$ cat src/sdl_pkg.sv
// shared constants for the serial dot display loader
package sdl_pkg;
   // ----------------------------------------
   // geometry
   // ----------------------------------------
   localparam int DOT_BITS       = 160;
   localparam int CTL_BITS       = 7;
   localparam int CTL_SHIFT_BITS = 8;
   localparam int CTL_WSEL_POS   = 7;
   // ----------------------------------------
   // control word 0 fields
   // ----------------------------------------
   localparam int BRIGHT_LSB  = 0;
   localparam int BRIGHT_W    = 4;
   localparam int PEAK_LSB    = 4;
   localparam int PEAK_W      = 2;
   localparam int AWAKE_POS   = 6;
   localparam logic [6:0] CTL_RESET = 7'h00;
   // ----------------------------------------
   // timing
   // ----------------------------------------
   localparam int CLK_MHZ        = 100;
   localparam int OSC_FREQ_KHZ   = 200;
   localparam int OSC_HALF_CYC   = (CLK_MHZ * 1000) / (2 * OSC_FREQ_KHZ);
   localparam int SYNC_W         = 7;
   // ----------------------------------------
   // transfer states
   // ----------------------------------------
   typedef enum logic [1:0] {SDL_IDLE, SDL_SHIFT, SDL_COMMIT} sdl_state_t;
endpackage

$ cat src/sdl_loader.sv
// serial dot display loader: serial port, control words, display clock
`timescale 1ns/1ps
module sdl_loader
   import sdl_pkg::*;
#(
   parameter int DOTS     = DOT_BITS,
   parameter int OSC_HALF = OSC_HALF_CYC
) (
   input  wire logic                ref_clk,
   input  wire logic                nrst,
   input  wire logic                ser_clk,
   input  wire logic                ser_din,
   input  wire logic                enable_n,
   input  wire logic                target_pick,
   input  wire logic                osc_select,
   input  wire logic                dark_force,
   input  wire logic                display_clock_pin_in,
   output logic                     display_clock_pin_out,
   output logic                     display_clock_pin_oe,
   output logic                     ser_dout,
   output logic [DOTS-1:0]          led_drive,
   output logic [PEAK_W-1:0]        led_peak_current,
   output logic                     ref_current_on,
   output logic [CTL_BITS-1:0]      ctl_word1
);
   // ----------------------------------------
   // pin synchronisers
   // ----------------------------------------
   logic [SYNC_W-1:0] pins_sync;
   logic s_clk, s_din, s_en_n, s_pick, s_osel, s_dark, s_xosc;
   logic s_en;

   sdl_sync #(.W(SYNC_W)) u_sync (
      .ref_clk  (ref_clk),
      .nrst     (nrst),
      .pin_in   ({display_clock_pin_in, dark_force, osc_select,
                  target_pick, ~enable_n, ser_din, ser_clk}),
      .pin_sync (pins_sync)
   );
   // enable synced active high so reset reads as idle
   assign {s_xosc, s_dark, s_osel, s_pick, s_en, s_din, s_clk} = pins_sync;
   assign s_en_n = ~s_en;

   // ----------------------------------------
   // control state
   // ----------------------------------------
   sdl_state_t                state_reg, state_next;
   logic                      clk_prev_reg, clk_prev_next;
   logic                      pick_reg, pick_next;
   logic [CTL_SHIFT_BITS-1:0] cshift_reg, cshift_next;
   logic [CTL_BITS-1:0]       word0_reg, word0_next;
   logic [CTL_BITS-1:0]       word1_reg, word1_next;
   logic                      dout_reg, dout_next;
   logic [15:0]               osc_cnt_reg, osc_cnt_next;
   logic                      osc_reg, osc_next;
   logic                      dclk_prev_reg, dclk_prev_next;
   logic [BRIGHT_W-1:0]       pwm_reg, pwm_next;
   logic                      commit_dots;
   logic                      awake;
   logic                      clk_rise;
   logic                      dclk;
   logic [DOTS-1:0]           dshift_reg, dshift_next;
   logic [DOTS-1:0]           dlatch_reg, dlatch_next;
   logic [DOTS-1:0]           drive_reg, drive_next;

   assign awake    = word0_reg[AWAKE_POS];
   assign clk_rise = s_clk & ~clk_prev_reg;
   assign dclk     = s_osel ? osc_reg : s_xosc;

   // ----------------------------------------
   // transfer, oscillator and pwm next state
   // ----------------------------------------

   always_comb begin
      state_next     = state_reg;
      clk_prev_next  = s_clk;
      pick_next      = pick_reg;
      cshift_next    = cshift_reg;
      word0_next     = word0_reg;
      word1_next     = word1_reg;
      dout_next      = dout_reg;
      commit_dots    = 1'b0;
      osc_cnt_next   = osc_cnt_reg;
      osc_next       = osc_reg;
      dclk_prev_next = dclk;
      pwm_next       = pwm_reg;
      case (state_reg)
         SDL_IDLE: begin
            if (!s_en_n) begin
               pick_next  = s_pick;
               state_next = SDL_SHIFT;
            end
         end
         SDL_SHIFT: begin
            if (s_en_n) begin
               state_next = SDL_COMMIT;
            end else if (clk_rise && pick_reg) begin
               cshift_next = {cshift_reg[CTL_SHIFT_BITS-2:0], s_din};
               dout_next   = cshift_reg[CTL_SHIFT_BITS-1];
            end else if (clk_rise) begin
               dout_next = dshift_reg[DOTS-1];
            end
         end
         SDL_COMMIT: begin
            if (!s_en_n) begin
               pick_next  = s_pick;
               state_next = SDL_SHIFT;
            end else if (!s_clk) begin
               state_next = SDL_IDLE;
               if (!pick_reg) begin
                  commit_dots = 1'b1;
               end else if (cshift_reg[CTL_WSEL_POS]) begin
                  word1_next = cshift_reg[CTL_BITS-1:0];
               end else begin
                  word0_next = cshift_reg[CTL_BITS-1:0];
               end
            end
         end
         default: state_next = SDL_IDLE;
      endcase
      // internal oscillator halts while asleep
      if (!awake || !s_osel) begin
         osc_cnt_next = 16'h0000;
         osc_next     = 1'b0;
      end else if (osc_cnt_reg == 16'(OSC_HALF - 1)) begin
         osc_cnt_next = 16'h0000;
         osc_next     = ~osc_reg;
      end else begin
         osc_cnt_next = osc_cnt_reg + 16'h0001;
      end
      if (dclk && !dclk_prev_reg) begin
         pwm_next = pwm_reg + 4'h1;
      end
   end

   always_ff @(posedge ref_clk or negedge nrst) begin
      if (!nrst) begin
         state_reg     <= SDL_IDLE;
         clk_prev_reg  <= 1'b0;
         pick_reg      <= 1'b0;
         cshift_reg    <= 8'h00;
         word0_reg     <= CTL_RESET;
         word1_reg     <= CTL_RESET;
         dout_reg      <= 1'b0;
         osc_cnt_reg   <= 16'h0000;
         osc_reg       <= 1'b0;
         dclk_prev_reg <= 1'b0;
         pwm_reg       <= 4'h0;
         drive_reg     <= '0;
      end else begin
         state_reg     <= state_next;
         clk_prev_reg  <= clk_prev_next;
         pick_reg      <= pick_next;
         cshift_reg    <= cshift_next;
         word0_reg     <= word0_next;
         word1_reg     <= word1_next;
         dout_reg      <= dout_next;
         osc_cnt_reg   <= osc_cnt_next;
         osc_reg       <= osc_next;
         dclk_prev_reg <= dclk_prev_next;
         pwm_reg       <= pwm_next;
         drive_reg     <= drive_next;
      end
   end

   // ----------------------------------------
   // pixel shift register and latch
   // ----------------------------------------
   always_comb begin
      dshift_next = dshift_reg;
      dlatch_next = dlatch_reg;
      if (state_reg == SDL_SHIFT && !s_en_n && clk_rise && !pick_reg) begin
         dshift_next = {dshift_reg[DOTS-2:0], s_din};
      end
      if (commit_dots) begin
         dlatch_next = dshift_reg;
      end
      if (!awake || s_dark
          || pwm_reg > word0_reg[BRIGHT_LSB +: BRIGHT_W]) begin
         drive_next = '0;
      end else begin
         drive_next = dlatch_reg;
      end
   end

   // no reset here: pixel contents survive reset
   always_ff @(posedge ref_clk) begin
      dshift_reg <= dshift_next;
      dlatch_reg <= dlatch_next;
   end

   // ----------------------------------------
   // outputs
   // ----------------------------------------
   assign display_clock_pin_out = osc_reg;
   assign display_clock_pin_oe  = s_osel;
   assign ser_dout              = dout_reg;
   assign led_drive             = drive_reg;
   assign led_peak_current      = word0_reg[PEAK_LSB +: PEAK_W];
   assign ref_current_on        = awake;
   assign ctl_word1             = word1_reg;
endmodule

$ cat src/sdl_sync.sv
// two flip-flop synchroniser bank for pin inputs
`timescale 1ns/1ps
module sdl_sync #(
   parameter int W = 1
) (
   input  wire logic         ref_clk,
   input  wire logic         nrst,
   input  wire logic [W-1:0] pin_in,
   output logic      [W-1:0] pin_sync
);
   logic [W-1:0] stage1_reg;
   logic [W-1:0] stage2_reg;

   // ----------------------------------------
   // per bit two stages
   // ----------------------------------------
   genvar i;
   generate
      for (i = 0; i < W; i++) begin : g_bit
         always_ff @(posedge ref_clk or negedge nrst) begin
            if (!nrst) begin
               stage1_reg[i] <= 1'b0;
               stage2_reg[i] <= 1'b0;
            end else begin
               stage1_reg[i] <= pin_in[i];
               stage2_reg[i] <= stage1_reg[i];
            end
         end
      end
   endgenerate

   assign pin_sync = stage2_reg;
endmodule
$ cat config.mk
export PLATFORM = sky130hd
export DESIGN_NAME = sdl_loader
export DESIGN_NICKNAME = d
export VERILOG_FILES = /design/src/sdl_pkg.sv /design/src/sdl_loader.sv /design/src/sdl_sync.sv
export SDC_FILE = /design/constraint.sdc
export NUM_CORES = 1
export LEC_CHECK = 0
export ABC_AREA = 1
export BUFFER_PORTS_ARGS = -buffer_cell sky130_fd_sc_hd__buf_4
export CAP_MARGIN = 0
export CORE_MARGIN = 1
export CORE_UTILIZATION = 33
export DETAILED_ROUTE_END_ITERATION = 7
export SKIP_CTS_REPAIR_TIMING = 1
export SLEW_MARGIN = 10
export SYNTH_ARGS = -nofsm -noshare
export SYNTH_HDL_FRONTEND = slang
export SYNTH_SLANG_ARGS = --single-unit
$ cat constraint.sdc
create_clock -name ref_clk -period 16.2 [get_ports ref_clk]
set_clock_uncertainty 0.05 [all_clocks]
set_input_delay 3.24 -clock ref_clk [delete_from_list [all_inputs] [get_ports ref_clk]]
set_output_delay 3.24 -clock ref_clk [all_outputs]
set_load 0.1 [all_outputs]
==> summary.txt <==
CTS
  • CTS max path bufs: 3
  • CTS tree: built
  • CTS buffer count: 56
  • Worst-path clk slew: 0.06 ns
  • H-Tree Depth: 2
  • Clk sinks: 543
  • Worst-skew pair later-pin latency: 0.58 ns
  • Root buf cell: clkbuf_16

Setup path
  • Worst EP arrival: 1.33 ns
  • Delay-heaviest family, CP: flip-flops
  • Bufs and invs on worst path: 1
  • Crit path cell chain: buf_4
  • CP peak stage delay: 0.43 ns
  • Critical path class: flip-flop to output pin
  • Crit. End Element: output pin
  • Crit path required time: 12.91 ns
  • CP startpoint kind: flip-flop
  • Largest fanout on the critical path: 4
  • Crit-path slowest cell: dfrtp_1

Die
  • Core Footprint: 0.05392 mm2
  • Die Y: 235.7 um
  • Die area: 0.05554 mm2
  • Num rows: 85
  • Number of top-level pins: 182
  • Chip width: 235.7 um
  • Initial Utilization: 33.42%

Synthesis
  • Synth top cells by count: 320 x edfxtp_1, 223 x dfrtp_1, 191 x inv_1
  • Post-synth top area cell: edfxtp_1
  • Syn Nets: 1120
  • Yosys top cell area share: 53.33%
  • Post-Synthesis Cells: 1104
  • Mapped Avg Cell Area: 16.32 um2
  • Syn. warnings: 0
  • Seq/Total Area, Yosys: 84.30%
  • Count leader, synth: edfxtp_1
  • FFs w/ async S/R, synth: 41.07%
  • Post-synthesis cell type count: 28
  • Yosys reg bits: 543
  • Area contributors post-synth: edfxtp_1 53%, dfrtp_1 31%, inv_1 4.0%, nor2_2 3.5%, nor2_1 2.1%
  • Synth Cell Area: 0.01802 mm2
  • Synth Flop Type: edfxtp_1
  • Post-synth EDFFs: 320

Run status
  • Outcome: complete, no violations

Pwr
  • Static leakage: 9.502 nW
  • Total power: 2.830 mW
  • Peak VDD IR: 86.01 uV
  • Pwr Density: 128.5 mW/mm2

Global routing
  • Vias in the first global route: 8847
  • Global-route wire length before repair: 47.33 mm
  • GRT Total Usage: 10.70%
  • Pin count of the biggest net entering global routing: 103
  • Gr ovfl total: 0
  • Initial antenna violation count: 0

Route
  • Drt total wl: 28.94 mm
  • Vias per cell: 4.082
  • DR vias: 8467
  • Drt first pass iters: 4
  • Post-route ant nets: 0
  • DR DRC count: 0
  • Starting DRT DRC Count: 442
  • Wire per inst: 13.95 um

STA
  • # setup viols final: 0
  • RSZ-0062 raised after global routing: no
  • Fin crit share: 28.55%
  • Setup TNS: 0 ns
  • Tmin final: 4.625 ns
  • Endpoints failing hold: 0
  • Slew HR: 32.79%
  • Max Freq: 0.2162 GHz
  • Slew @ Worst Pin: 1.008 ns
  • Fin. max-slew vios: 0

Cells and area
  • Share of layout cells above drive strength 1: 29.75%
  • Antenna diode count: 0
  • Post-layout nets: 1346
  • Fin area: 0.02202 mm2
  • Area Overhead vs Synth: 22.21%
  • Final core utilization: 40.84%

Job
  • Max cap viols: 0

Hold path
  • Hold Path Class: flip-flop to flip-flop

Place
  • IO buf count: 181
  • Post-DP HPWL: 16.84 mm
  • Gpl congestion: 0.7265
  • Placed Area: 0.02012 mm2
[per-stage QoR]
step | setup slack, ns | std cells | hold WS (ns)
final | 11.58 | 2074 | 0.2991
after global routing | 11.49 | 2074 | 0.3124
after CTS | 11.50 | 2074 | 0.3031
after detailed placement | 11.37 | 1968 | 0.2847
after global placement | 11.41 | 1968 | 0.2892
after floorplan | 3.857 | 1104 | 0.2812
[placed cells by master, fill, tap and decap left out, drive strengths merged, types with 5 or more instances in the layout]
master and instances:
a21oi 5, buf 190, clkbuf 83, clkinv 16, dfrtp 223, edfxtp 320
ha 7, inv 196, nand2 67, nand3 14, nand4 7, nor2 200
o21ai 26, xor2 6
[area by class of cell]
| cell class | instances | area, um2 |
|---|---|---|
| Fill cell | 4892 | 31900 |
| Sequential cell | 543 | 15190 |
| Multi-Input combinational cell | 347 | 1902 |
| Clock buffer | 83 | 1678 |
| Timing Repair Buffer | 190 | 1434 |
| Tap cell | 696 | 870.8 |
| Inverter | 192 | 720.7 |
| Clock inverter | 23 | 226.5 |
[kinds of logic (layout without fill, tap and decap cells)]
family	after synthesis	after routing	share of synthesized area, %
flip-flops	543	543	84.30
AO/OA/AOI/OAI	35	35	1.444
AND/OR/NAND/NOR	295	295	7.951
XOR/XNOR	10	10	0.4861
buffers and inverters	214	488	5.333
adder cells (fa/ha/maj)	7	7	0.4861
[final timing paths]
| check | startpoint | end | slack, ns | cells past startpoint |
|---|---|---|---|---|
| setup / recovery | display_clock_pin_out | display_clock_pin_out | 11.58 | 1 |
| hold / removal | u_sync.stage1_reg[3] | u_sync.pin_sync[3] | 0.30 | 0 |
| setup reg to reg | pwm_reg[1] | led_drive[137] | 13.14 | 9 |
| hold reg to reg | u_sync.stage1_reg[3] | u_sync.pin_sync[3] | 0.30 | 0 |
| max in group asynchronous | nrst | led_drive[4] | 12.08 | 2 |
| min in group asynchronous | nrst | led_drive[78] | 2.60 | 1 |
[routing by layer]
metal  GRT usage, %  up-vias  part of all wire [%]
li1               -     4033                     -
met1          13.57     4229                    43
met2          17.11      148                    48
met3          3.189       57                   6.1
met4          4.437        0                   2.7
met5              0        -                     0
[power breakdown]
| group | switching [mW] | total (mW) | leakage, nW | internal [mW] |
|---|---|---|---|---|
| combinational | 0.0440 | 0.0614 | 3.38 | 0.0174 |
| sequential | 0.00978 | 1.48 | 5.18 | 1.47 |
| clock | 0.520 | 1.29 | 0.946 | 0.769 |
| total | 0.574 | 2.83 | 9.50 | 2.26 |
(Power assumes the default switching activity.)
